==> src/common/fcl_pkg.sv <==
// shared constants and types for the flash configuration page loader
package fcl_pkg;

  // ---------------------------------------------------------------
  // flash organisation
  // ---------------------------------------------------------------
  localparam int PAGE_BYTES = 512;
  localparam int MAIN_PAGES = 32;
  localparam int CODE_BYTES = 16384;
  localparam int DATA_BYTES = 1536;
  localparam int EE_BYTES = 512;
  localparam int MB_ADDR_W = 15;
  localparam int CFG_ADDR_W = 9;
  localparam int PAGE_LSB = 9;
  localparam int PAGE_MSB = 13;

  // ---------------------------------------------------------------
  // configuration page layout
  // ---------------------------------------------------------------
  localparam logic [8:0] OFS_PARAM_AREA = 9'h000;
  localparam int PARAM_AREA_BYTES = 32;
  localparam logic [8:0] OFS_UPC = 9'h020;
  localparam logic [8:0] OFS_RSVD_A = 9'h021;
  localparam logic [8:0] OFS_RDIS = 9'h023;
  localparam logic [8:0] OFS_DBG = 9'h024;
  localparam logic [8:0] OFS_RSVD_B = 9'h025;

  // ---------------------------------------------------------------
  // byte values and reset values
  // ---------------------------------------------------------------
  localparam logic [7:0] BYTE_ERASED = 8'hFF;
  localparam logic [7:0] RDIS_SET_VAL = 8'h00;
  localparam logic [7:0] MAIN_PAGES_B = 8'h20;
  // safe values until their byte is read: all protected, locked, no debug
  localparam logic [7:0] RST_UPC = 8'h00;
  localparam logic [7:0] RST_RDIS = 8'h00;
  localparam logic [7:0] RST_DBG = 8'hFF;

  // ---------------------------------------------------------------
  // types
  // ---------------------------------------------------------------
  typedef enum logic [3:0] {
    ST_UPC = 4'h1,
    ST_RDIS = 4'h2,
    ST_DBG = 4'h4,
    ST_RUN = 4'h8
  } fcl_state_t;

  typedef enum logic [2:0] {
    SPI_READ = 3'h0,
    SPI_WRITE = 3'h1,
    SPI_ERASE_PAGE = 3'h2,
    SPI_SET_RDIS = 3'h3,
    SPI_ERASE_ALL = 3'h4
  } fcl_spi_op_t;

  typedef struct packed {
    logic valid;
    logic erase;
    logic [14:0] addr;
  } fcl_cpu_req_t;

  typedef struct packed {
    logic valid;
    fcl_spi_op_t op;
    logic info;
    logic [14:0] addr;
  } fcl_spi_req_t;

  typedef struct packed {
    logic grant;
    logic deny;
  } fcl_resp_t;

endpackage

==> src/rtl/fcl_loader.sv <==
// configuration page loader with processor and programmer access gating

// Notes on behaviour
// - main block: 32 pages, 512 bytes each
// - 16k code, 1.5k data, 512 extended
// - every reset: load configuration page into registers
// - load count byte at 0x20; 0xFF unprotects all
// - count below 32 is first protected page
// - deny processor erase/write in protected area
// - programmer may still access protected area
// - readback disable not 0xFF blocks main block
// - readback disable set once; erase-all restores
// - debug byte 0xFF keeps debug, JTAG off
module fcl_loader (
  input wire logic ref_clk_i,
  input wire logic rstn_i,
  output logic cfg_rd_req_o,
  output logic [8:0] cfg_rd_addr_o,
  input wire logic [7:0] cfg_rd_data_i,
  input wire logic cfg_rd_valid_i,
  input wire fcl_pkg::fcl_cpu_req_t cpu_req_i,
  output fcl_pkg::fcl_resp_t cpu_resp_o,
  input wire fcl_pkg::fcl_spi_req_t spi_req_i,
  output fcl_pkg::fcl_resp_t spi_resp_o,
  output logic [7:0] protection_config_reg_o,
  output logic readback_disabled_o,
  output logic debug_en_o,
  output logic jtag_en_o,
  output logic cfg_loaded_o
);

  // ---------------------------------------------------------------
  // state
  // ---------------------------------------------------------------
  typedef struct packed {
    fcl_pkg::fcl_state_t fsm;
    logic rd_req;
    logic [8:0] rd_addr;
    logic [7:0] upc;
    logic [7:0] rdis;
    logic [7:0] dbg;
    logic dbg_on;
    logic locked;
    logic loaded;
    fcl_pkg::fcl_resp_t cpu_resp;
    fcl_pkg::fcl_resp_t spi_resp;
  } fcl_loader_state_t;

  localparam fcl_loader_state_t RST_STATE = '{
    fsm: fcl_pkg::ST_UPC,
    rd_req: 1'b1,
    rd_addr: fcl_pkg::OFS_UPC,
    upc: fcl_pkg::RST_UPC,
    rdis: fcl_pkg::RST_RDIS,
    dbg: fcl_pkg::RST_DBG,
    dbg_on: 1'b0,
    locked: 1'b1,
    loaded: 1'b0,
    cpu_resp: '0,
    spi_resp: '0
  };

  fcl_loader_state_t s;
  fcl_loader_state_t next_s;

  // ---------------------------------------------------------------
  // access decode
  // ---------------------------------------------------------------
  logic cpu_in_code;
  logic [7:0] cpu_page;
  logic cpu_protected;
  logic cpu_take;
  logic spi_take;
  logic spi_mb_open;

  assign cpu_in_code = cpu_req_i.addr < 15'(fcl_pkg::CODE_BYTES);
  assign cpu_page = {3'h0, cpu_req_i.addr[fcl_pkg::PAGE_MSB:fcl_pkg::PAGE_LSB]};
  // only a count below the page total splits the code space
  assign cpu_protected = cpu_in_code && (s.upc < fcl_pkg::MAIN_PAGES_B)
                         && (cpu_page >= s.upc);
  // a response pending means the requester still holds its old request
  assign cpu_take = s.loaded && cpu_req_i.valid && !(|s.cpu_resp);
  assign spi_take = s.loaded && spi_req_i.valid && !(|s.spi_resp);
  assign spi_mb_open = (s.rdis == fcl_pkg::BYTE_ERASED);

  // ---------------------------------------------------------------
  // next state
  // ---------------------------------------------------------------
  always_comb begin
    next_s = s;
    next_s.cpu_resp = '0;
    next_s.spi_resp = '0;
    unique case (s.fsm)
      fcl_pkg::ST_UPC: begin
        if (cfg_rd_valid_i) begin
          next_s.upc = cfg_rd_data_i;
          next_s.rd_addr = fcl_pkg::OFS_RDIS;
          next_s.fsm = fcl_pkg::ST_RDIS;
        end
      end
      fcl_pkg::ST_RDIS: begin
        if (cfg_rd_valid_i) begin
          next_s.rdis = cfg_rd_data_i;
          next_s.rd_addr = fcl_pkg::OFS_DBG;
          next_s.fsm = fcl_pkg::ST_DBG;
        end
      end
      fcl_pkg::ST_DBG: begin
        if (cfg_rd_valid_i) begin
          next_s.dbg = cfg_rd_data_i;
          next_s.rd_req = 1'b0;
          next_s.loaded = 1'b1;
          next_s.fsm = fcl_pkg::ST_RUN;
        end
      end
      fcl_pkg::ST_RUN: begin
        if (cpu_take) begin
          next_s.cpu_resp.grant = !cpu_protected;
          next_s.cpu_resp.deny = cpu_protected;
        end
        if (spi_take) begin
          unique case (spi_req_i.op)
            fcl_pkg::SPI_READ: begin
              // configuration page stays readable even when locked
              next_s.spi_resp.grant = spi_req_i.info || spi_mb_open;
              next_s.spi_resp.deny = !(spi_req_i.info || spi_mb_open);
            end
            fcl_pkg::SPI_WRITE,
            fcl_pkg::SPI_ERASE_PAGE: begin
              // protection count is ignored on this path
              next_s.spi_resp.grant = spi_mb_open;
              next_s.spi_resp.deny = !spi_mb_open;
            end
            fcl_pkg::SPI_SET_RDIS: begin
              next_s.spi_resp.grant = spi_mb_open;
              next_s.spi_resp.deny = !spi_mb_open;
              if (spi_mb_open) begin
                next_s.rdis = fcl_pkg::RDIS_SET_VAL;
              end
            end
            fcl_pkg::SPI_ERASE_ALL: begin
              // the count, readback disable and debug bytes all read erased afterwards
              next_s.spi_resp.grant = 1'b1;
              next_s.upc = fcl_pkg::BYTE_ERASED;
              next_s.rdis = fcl_pkg::BYTE_ERASED;
              next_s.dbg = fcl_pkg::BYTE_ERASED;
            end
            default: begin
              next_s.spi_resp.deny = 1'b1;
            end
          endcase
        end
      end
    endcase
    next_s.dbg_on = next_s.loaded && (next_s.dbg != fcl_pkg::BYTE_ERASED);
    next_s.locked = (next_s.rdis != fcl_pkg::BYTE_ERASED);
  end

  always_ff @(posedge ref_clk_i) begin
    if (!rstn_i) begin
      s <= RST_STATE;
    end else begin
      s <= next_s;
    end
  end

  // ---------------------------------------------------------------
  // outputs
  // ---------------------------------------------------------------
  assign cfg_rd_req_o = s.rd_req;
  assign cfg_rd_addr_o = s.rd_addr;
  assign cpu_resp_o = s.cpu_resp;
  assign spi_resp_o = s.spi_resp;
  assign protection_config_reg_o = s.upc;
  assign readback_disabled_o = s.locked;
  assign debug_en_o = s.dbg_on;
  assign jtag_en_o = s.dbg_on;
  assign cfg_loaded_o = s.loaded;
endmodule

==> config.mk <==
export PLATFORM = sky130hd
export DESIGN_NAME = fcl_loader
export DESIGN_NICKNAME = d
export VERILOG_FILES = /design/src/common/fcl_pkg.sv /design/src/rtl/fcl_loader.sv
export SDC_FILE = /design/constraint.sdc
export NUM_CORES = 1
export LEC_CHECK = 0
export ABC_CLOCK_PERIOD_IN_PS = 2600
export BUFFER_PORTS_ARGS = -buffer_cell sky130_fd_sc_hd__buf_2
export CAP_MARGIN = 20
export CORE_MARGIN = 4
export CORE_UTILIZATION = 50
export CTS_BUF_LIST = sky130_fd_sc_hd__clkbuf_8
export DETAILED_ROUTE_END_ITERATION = 8
export MAX_ROUTING_LAYER = met4
export PLACE_DENSITY = 0.82
export SLEW_MARGIN = 30
export SYNTH_ARGS = -nofsm -noshare
export SYNTH_HDL_FRONTEND = slang
export SYNTH_SLANG_ARGS = --single-unit
==> constraint.sdc <==
create_clock -name ref_clk_i -period 2.6 [get_ports ref_clk_i]
set_input_delay 0.52 -clock ref_clk_i [delete_from_list [all_inputs] [get_ports ref_clk_i]]
set_output_delay 0.52 -clock ref_clk_i [all_outputs]
set_load 0.01 [all_outputs]
==> results of run 1 <==
-- power by group through the flow --
stage          clock network, W  registers [W]  logic (W)
3_5_place_dp                  0       0.000634   0.000143
5_1_grt                0.000498       0.000623   0.000159
3_3_place_gp                  0       0.000633   0.000139
6_report               0.000467       0.000621   0.000143
4_1_cts                0.000474       0.000621   0.000143
2_1_floorplan                 0       0.000626   0.000117
-- registers in the layout, summed over array words and instances (netlist names) --
name	count
s	20
protection_config_reg_o	8
cfg_rd_addr_o	2
cpu_resp_o	2
spi_resp_o	2
cfg_loaded_o	1
cfg_rd_req_o	1
debug_en_o	1
readback_disabled_o	1
-- metal layers --
| layer | GRT usage | up-vias | wire [µm] |
|---|---|---|---|
| met2 | 0.263 | 59 | 1860 |
| met3 | 0.0522 | 6 | 334 |
| li1 | - | 794 | - |
| met5 | - | - | 0 |
| met4 | 0.0894 | 0 | 71 |
| met1 | 0.227 | 757 | 1780 |
-- critical path: cells and delay by family (launching register included) --
family / cells / cell delay (ps)
AND/OR/NAND/NOR: 4 / 1680
flip-flops: 1 / 400
AO/OA/AOI/OAI: 1 / 110
-- stage by stage --
step / power (W) / cells / util / hold WS [ps]
final: 0.00123 / 288 / 0.580 / 442
after global routing: 0.00128 / 288 / 0.580 / 475
after CTS: 0.00124 / 288 / 0.580 / 447
after detailed placement: 0.000777 / 280 / 0.550 / 435
after global placement: 0.000773 / 280 / 0.550 / 428
after floorplan: 0.000743 / 218 / - / 436
-- area by class of cell --
class,instances,area (µm²)
inverters,7,26.3
clock buffers,8,110
repair buffers,47,248
fillers,335,1540
flip-flops and latches,38,761
multi-input cells,140,917
well taps,48,60.1
-- worst paths after layout --
kind	from	to	slack, ps	cells past startpoint
max	s[43]$_SDFFE_PN0P_	readback_disabled_o$_SDFF_PN1_	280	5
min	cfg_rd_req_o$_SDFFE_PN1P_	cfg_rd_req_o$_SDFFE_PN1P_	440	2
max reg2reg	s[43]$_SDFFE_PN0P_	readback_disabled_o$_SDFF_PN1_	280	5
min reg2reg	cfg_rd_req_o$_SDFFE_PN1P_	cfg_rd_req_o$_SDFFE_PN1P_	440	2
-- cell usage after synthesis (3+ instances only) --
master | count | share of area
a31oi_1 | 5 | 0.016
nand2_1 | 12 | 0.024
o221a_2 | 8 | 0.047
and2_1 | 3 | 0.0099
dfxtp_1 | 38 | 0.40
nor3_1 | 11 | 0.029
a21o_1 | 3 | 0.012
o21ai_0 | 12 | 0.032
nand3_1 | 8 | 0.021
nor2_1 | 10 | 0.020
nor2b_1 | 6 | 0.020
buf_2 | 4 | 0.011
buf_4 | 23 | 0.091
a21oi_1 | 10 | 0.026
inv_1 | 7 | 0.014
a21boi_0 | 8 | 0.032
nand2b_1 | 3 | 0.0099
ha_1 | 5 | 0.033
nand4_1 | 5 | 0.016
clkbuf_1 | 6 | 0.012
o21a_1 | 3 | 0.012
-- cells by family (layout without fill, tap and decap cells) --
kind of cell | after synthesis | in the layout | share of synthesized area
simple gates | 72 | 72 | 0.219
compound gates | 56 | 56 | 0.210
buf+inv | 40 | 62 | 0.127
flops | 38 | 38 | 0.401
fa+ha+maj | 5 | 5 | 0.0330
other cells | 2 | 6 | 0.00396
mux | 1 | 1 | 0.00593
==> metrics.txt, run 1 <==
CTS max path bufs 2; CTS root buf clkbuf_8; Die Ht 69.6 µm; Syn Inst Count 214; RSZ-0062 raised after global routing no; worst-margin pin slew 599 ps; Final Net Count 292; drt wl/cell 14.1 µm; max cap viols 0; Synth Flop Type dfxtp_1; CTS tree built; Clock Sinks 38; Worst IR Drop VDD 0.000212 V; clock network power share 0.379; leakage power 0.924 nW; CP required 2760 ps; I/O pin count 74; clock slew at reported path FFs 70 ps; commonest non-fill, non-tap cells in the layout buf_2, dfxtp_1, nand2_1, o21ai_0, nor3_1; CP max FO 9; residual DRC count 0; Synth async-reset ratio 0; DR vias 1616; Logic pwr share 0.116; initial DRC count 162; Area after DPL 2010 µm²; Area Growth Syn to Fin 11.8%; largest net degree at the start of global routing 30; count of cell types in the netlist 42; initial antenna violation count 0; Worst setup EP type flip-flop; Post-synth EDFFs 0; setup bufs post-CTS 0; WS Path Type flip-flop to flip-flop; YS warnings 0; Setup Viol. Count Final 0; first-pass GRT wire length 6.95 mm; fin area 2120 µm²; initial core utilization 0.518; antenna viol nets, final 0; DP Wirelength 3.01 mm; minimum clock period 2320 ps; # H-tree levels 2; P_int 0.000935 W; cell row count 22; share of layout cells above drive strength 1 0.275; GRT Residual Overflow 0; sequential fraction of the synthesis area 0.401; full die area 4850 µm²; DP Worst Slack 181 ps; Switch Pwr 0.000295 W; Post-CTS Resized 0; diode count 0; mean post-synth cell area 8.87 µm²; worst skew pair latency 290 ps; Total GRT Usage 0.180; DRT Pass-1 Iters 4; critical path launch point type flip-flop; data arrival time of the critical path 2480 ps; Slew headroom 0.601; HP Class flip-flop to flip-flop; commonest non-fill, non-tap cell in the layout buf_2; clk_skew 4.55 ps; CP cell instances nor4b_4 -> and2_1 -> or3_1 -> o211ai_1 -> or4b_1; cts bufs inserted 5; Port Buffers 42; vias per cell 5.61; final setup margin 284 ps; Net Sw Frac 0.240; period utilisation layout 0.891; TNS Setup 0 ps; die width 69.6 µm; register bit total from synthesis 38; slowest CP cell or4b_1; share of power burned in registers 0.504; Post-Route WL 4.05 mm; core area 3660 µm²; GP Congestion 0.821; # hold bufs at CTS 0; slowest stage delay, CP 550 ps; vias in the first global route 1493; Power Dens Cells 580 nW/µm²; Final Max Tran Viols 0; Post-Syn Area 1900 µm²; fmax 432 MHz; status completed; Final Hold Violating Endpoints 0
(Power assumes the default switching activity.)
==> run 2: changes to the inputs <==
--- a/config.mk
+++ b/config.mk
@@ -8,7 +8,6 @@
 export ABC_CLOCK_PERIOD_IN_PS = 2600
 export BUFFER_PORTS_ARGS = -buffer_cell sky130_fd_sc_hd__buf_2
 export CAP_MARGIN = 20
-export CORE_MARGIN = 4
 export CORE_UTILIZATION = 50
 export CTS_BUF_LIST = sky130_fd_sc_hd__clkbuf_8
 export DETAILED_ROUTE_END_ITERATION = 8
==> run 2 against run 1 <==
Against the previous run: die area fell by 16%; via count shrank 0.37%; critical endpoint unchanged; cell area up 0.12%; first-iteration DRC count down 44%; hold slack better by 3.4 ps.
==> metrics.txt, run 2 (synthesis results as in run 1) <==
Biggest register s; residual DRC count 0 (unchanged); RSZ-0062 raised after global routing no; CP max FO 9 (unchanged); diode count 0 (unchanged); initial core utilization 0.518 (unchanged); antenna viol nets, final 0 (unchanged); DP Worst Slack 256 ps (+74.9 ps); max cap viols 0 (unchanged); GRT Residual Overflow 0 (unchanged); Setup Viol. Count Final 0 (unchanged); Worst setup EP type flip-flop; clock slew at reported path FFs 70 ps (about the same); CP delay by family, top simple AND/OR/NAND/NOR gates; GP Congestion 0.828 (+0.84%); critical path launch point type flip-flop; drt wl/cell 14.1 µm (+0.17%); Total GRT Usage 0.220 (+0.0397); DR vias 1610 (-0.37%); CTS max path bufs 2 (unchanged); Area Growth Syn to Fin 11.9%; die width 63.6 µm (-8.6%); fmax 439 MHz (+1.6%); worst-margin pin slew 654 ps (+55.4 ps); DRT Pass-1 Iters 4 (unchanged); WS Path Type flip-flop to flip-flop; cts bufs inserted 5 (unchanged); vias per cell 5.61 (about the same); TNS Setup 0 ps (unchanged); vias in the first global route 1369 (-8.3%); first-pass GRT wire length 6.67 mm (-4.0%); Port Buffers 42 (unchanged); worst skew pair latency 290 ps (about the same); setup bufs post-CTS 0 (unchanged); CP required 2770 ps (about the same); slowest stage delay, CP 560 ps (about the same); share of layout cells above drive strength 1 0.272 (-0.00303); # H-tree levels 2 (unchanged); CTS tree built; Post-Route WL 4.04 mm (-0.17%); data arrival time of the critical path 2450 ps (-30 ps); DP Wirelength 2.88 mm (-4.2%); I/O pin count 74 (unchanged); Die Ht 63.6 µm (-8.6%); Largest register FFs 20 (unchanged); Final Hold Violating Endpoints 0 (unchanged); commonest non-fill, non-tap cells in the layout buf_2, dfxtp_1, nand2_1, o21ai_0, nor3_1; status completed; Slew headroom 0.558 (-0.0429); CP cell instances nor4b_4 -> and2_1 -> or3_1 -> o211ai_1 -> or4b_1; Worst IR Drop VDD 0.000256 V (+21%); r2r setup slk 320 ps (+40 ps); slowest CP cell or4b_1; Final Net Count 292 (unchanged); hold slack 445 ps (+3.39 ps); # hold bufs at CTS 0 (unchanged); leakage power 0.923 nW (about the same); core area 3660 µm² (unchanged); HP Class flip-flop to flip-flop; Post-CTS Resized 0 (unchanged); Clock Sinks 38 (unchanged); commonest non-fill, non-tap cell in the layout buf_2; full die area 4050 µm² (-16%); final setup margin 320 ps (+35.8 ps); Buf/Inv on CP 0 (unchanged); CTS root buf clkbuf_8; cell row count 22 (unchanged); largest net degree at the start of global routing 31 (+3.3%); Power Dens Cells 599 nW/µm² (+3.3%); initial antenna violation count 0 (unchanged); clk_skew 9.11 ps (+4.56 ps); period utilisation layout 0.877 (-0.0138); Final Max Tran Viols 0 (unchanged); minimum clock period 2280 ps (-35.8 ps); initial DRC count 90 (-44%)
-- run 2: layout make-up --
| type | instances | area [µm²] |
|---|---|---|
| clock inverter | 1 | 30.0 |
| clock buffer | 6 | 82.6 |
| timing repair buffer | 47 | 248 |
| inverter | 7 | 26.3 |
| fill | 335 | 1540 |
| sequential | 38 | 761 |
| multi-input combinational | 140 | 917 |
| tap | 48 | 60.1 |
-- run 2: metal layers --
layer  GRT usage  wire (µm)  vias to the layer above
met2       0.331       1880                       52
met1       0.284       1960                      762
met4      0.0682         44                        0
met3      0.0598        166                        5
li1            -          -                      791
met5           -          0                        -
-- run 2: tightest hold or removal path, delay by kind of cell, from the launching register on --
family           cells  cell delay, ps
DFF                  1             310
and+or+nand+nor      2              90
-- run 2: metrics by stage --
step	cell area [µm²]	utilization	std cells	power, W
after floorplan	1910	-	218	0.000743
after global placement	2010	0.550	280	0.000775
after detailed placement	2010	0.550	280	0.000780
after CTS	2120	0.580	287	0.00128
after global routing	2120	0.580	287	0.00133
final	2120	0.580	287	0.00127
-- run 2: final timing paths --
path                        startpoint                        endpoint  depth (start not counted)
max                 s[42]$_SDFFE_PN0P_  readback_disabled_o$_SDFF_PN1_                          5
min          cfg_rd_req_o$_SDFFE_PN1P_       cfg_rd_req_o$_SDFFE_PN1P_                          2
max reg2reg         s[42]$_SDFFE_PN0P_  readback_disabled_o$_SDFF_PN1_                          5
min reg2reg  cfg_rd_req_o$_SDFFE_PN1P_       cfg_rd_req_o$_SDFFE_PN1P_                          2
-- run 2: power by group --
group          internal (W)  switching [W]  total (W)
Combinational     0.0000676      0.0000791   0.000147
Sequential         0.000602      0.0000186   0.000621
Clock              0.000307       0.000198   0.000505
==> run 3: changes to the inputs <==
--- a/config.mk
+++ b/config.mk
@@ -5,14 +5,14 @@
 export SDC_FILE = /design/constraint.sdc
 export NUM_CORES = 1
 export LEC_CHECK = 0
-export ABC_CLOCK_PERIOD_IN_PS = 2600
+export ABC_CLOCK_PERIOD_IN_PS = 2900
 export BUFFER_PORTS_ARGS = -buffer_cell sky130_fd_sc_hd__buf_2
 export CAP_MARGIN = 20
-export CORE_UTILIZATION = 50
+export CORE_UTILIZATION = 45
 export CTS_BUF_LIST = sky130_fd_sc_hd__clkbuf_8
 export DETAILED_ROUTE_END_ITERATION = 8
 export MAX_ROUTING_LAYER = met4
-export PLACE_DENSITY = 0.82
+export PLACE_DENSITY = 0.75
 export SLEW_MARGIN = 30
 export SYNTH_ARGS = -nofsm -noshare
 export SYNTH_HDL_FRONTEND = slang
==> constraint.sdc (replaced) <==
create_clock -name ref_clk_i -period 2.9 [get_ports ref_clk_i]
set_input_delay 0.58 -clock ref_clk_i [delete_from_list [all_inputs] [get_ports ref_clk_i]]
set_output_delay 0.58 -clock ref_clk_i [all_outputs]
set_load 0.01 [all_outputs]
==> run 3 against run 2 <==
Against the previous run: sequential share of layout area decreased by 0.063 points; power shrank 13%; combinational power fell by 14%; critical path type unchanged; non-clock buffer count grew 1; fmax up 1.7%; clock-buffer cell count is 1 lower; clock power is 16% lower; largest power group unchanged; first-iteration DRC count is 27% lower; setup slack better by 340 ps.
==> metrics.txt, run 3 (synthesis results as in run 1) <==
status completed; CP required 3070 ps (+300 ps); DR vias 1618 (+0.50%); # hold bufs at CTS 0 (unchanged); Biggest register s; CP cell instances nor4b_4 -> and2_1 -> mux2_1 -> a41oi_1 -> or4b_1; largest net degree at the start of global routing 34 (+9.7%); die width 66.9 µm (+5.2%); first-pass GRT wire length 6.35 mm (-4.9%); Final Max Tran Viols 0 (unchanged); DP Wirelength 2.98 mm (+3.3%); CTS max path bufs 2 (unchanged); fmax 446 MHz (+1.7%); Area Growth Syn to Fin 12.1%; # H-tree levels 2 (unchanged); Post-CTS Resized 0 (unchanged); CP delay by family, top simple AND/OR/NAND/NOR gates; period utilisation layout 0.773 (-0.104); final setup margin 659 ps (+339 ps); slowest CP cell or4b_1; commonest non-fill, non-tap cells in the layout buf_2, dfxtp_1, nand2_1, o21ai_0, nor3_1; Clock Sinks 38 (unchanged); leakage power 0.932 nW (+1.0%); CTS tree built; TNS Setup 0 ps (unchanged); Final Net Count 293 (+0.34%); residual DRC count 0 (unchanged); Port Buffers 42 (unchanged); cell row count 23 (+4.5%); diode count 0 (unchanged); Slew headroom 0.609 (+0.0505); Post-Route WL 4.11 mm (+1.7%); data arrival time of the critical path 2410 ps (-40 ps); I/O pin count 74 (unchanged); cts bufs inserted 5 (unchanged); DP Worst Slack 541 ps (+286 ps); WS Path Type flip-flop to flip-flop; Die Ht 66.9 µm (+5.2%); DRT Pass-1 Iters 4 (unchanged); CTS root buf clkbuf_8; drt wl/cell 14.1 µm (+0.29%); Worst Hold End cfg_rd_req_o$_SDFFE_PN1P_; initial core utilization 0.471 (-0.0473); overall power 0.00111 W (-13%); reg2reg start s[42]$_SDFFE_PN0P_; Hold Path Origin cfg_rd_req_o$_SDFFE_PN1P_; critical path launch point type flip-flop; full die area 4480 µm² (+11%); slowest stage delay, CP 500 ps (-60 ps); Worst setup EP type flip-flop; core area 4030 µm² (+10%); WP depth 5 (unchanged); GRT Residual Overflow 0 (unchanged); initial antenna violation count 0 (unchanged); CP max FO 9 (unchanged); Setup Viol. Count Final 0 (unchanged); share of layout cells above drive strength 1 0.270 (-0.00226); initial DRC count 66 (-27%); r2r setup slk 660 ps (+340 ps); Critical Path Start s[42]$_SDFFE_PN0P_; clk_skew 6.91 ps (-2.20 ps); GP Congestion 0.856 (+3.4%); RSZ-0062 raised after global routing no; fin area 2130 µm² (+0.18%); clock slew at reported path FFs 70 ps (about the same); fill cell count 390 (+16%); setup bufs post-CTS 0 (unchanged); hold depth 2 (unchanged); HP Class flip-flop to flip-flop; Area after DPL 2020 µm² (+0.50%); vias per cell 5.56 (-0.88%); Power Dens Cells 522 nW/µm² (-13%); vias in the first global route 1339 (-2.2%); commonest non-fill, non-tap cell in the layout buf_2; minimum clock period 2240 ps (-38.7 ps); Worst IR Drop VDD 0.000229 V (-11%); RR Endpoint readback_disabled_o$_SDFF_PN1_; Total GRT Usage 0.202 (-0.0177); worst-margin pin slew 587 ps (-66.8 ps); Final Hold Violating Endpoints 0 (unchanged); worst skew pair latency 290 ps (about the same); Reg2Reg Depth 5 (unchanged); antenna viol nets, final 0 (unchanged); Largest register FFs 20 (unchanged); max cap viols 0 (unchanged); Buf/Inv on CP 0 (unchanged)
-- run 3: how the worst max path moves through the flow --
| stage | end | slack [ps] |
|---|---|---|
| final | readback_disabled_o$_SDFF_PN1_ | 660 |
| after global routing | readback_disabled_o$_SDFF_PN1_ | 500 |
| after CTS | readback_disabled_o$_SDFF_PN1_ | 680 |
| after detailed placement | readback_disabled_o$_SDFF_PN1_ | 540 |
| after global placement | readback_disabled_o$_SDFF_PN1_ | 520 |
| after floorplan | readback_disabled_o$_SDFF_PN1_ | 750 |
-- run 3: routing by layer --
metal	track usage	vias to the layer above	wire length [µm]
met4	0.0798	0	69
met5	-	-	0
met2	0.309	51	1910
met3	0.0582	7	247
li1	-	802	-
met1	0.249	758	1880
-- run 3: per-stage QoR --
| stage | std cells | hold WS (ps) | utilization |
|---|---|---|---|
| final | 291 | 442 | 0.528 |
| after global routing | 291 | 471 | 0.528 |
| after CTS | 291 | 447 | 0.528 |
| after detailed placement | 283 | 436 | 0.502 |
| after global placement | 283 | 428 | 0.502 |
| after floorplan | 218 | 436 | - |
-- run 3: layout make-up --
type	count	area (µm²)	share of cell area
flip-flops and latches	38	761	0.357
clock inverters	3	37.5	0.0176
inverters	7	26.3	0.0123
well taps	50	62.6	0.0294
repair buffers	48	255	0.120
multi-input cells	140	917	0.431
clock buffers	5	68.8	0.0323
-- run 3: tightest hold or removal path: cells and delay by family (launching register included) --
| kind | cells | cell delay, ps |
|---|---|---|
| flip-flops | 1 | 310 |
| AND/OR/NAND/NOR | 2 | 90 |
-- run 3: power by group --
part           switching (W)  leakage (nW)  internal [W]  total, W
Sequential         0.0000185         0.309      0.000540  0.000558
Clock               0.000176        0.0607      0.000250  0.000426
Combinational      0.0000685         0.563     0.0000587  0.000127
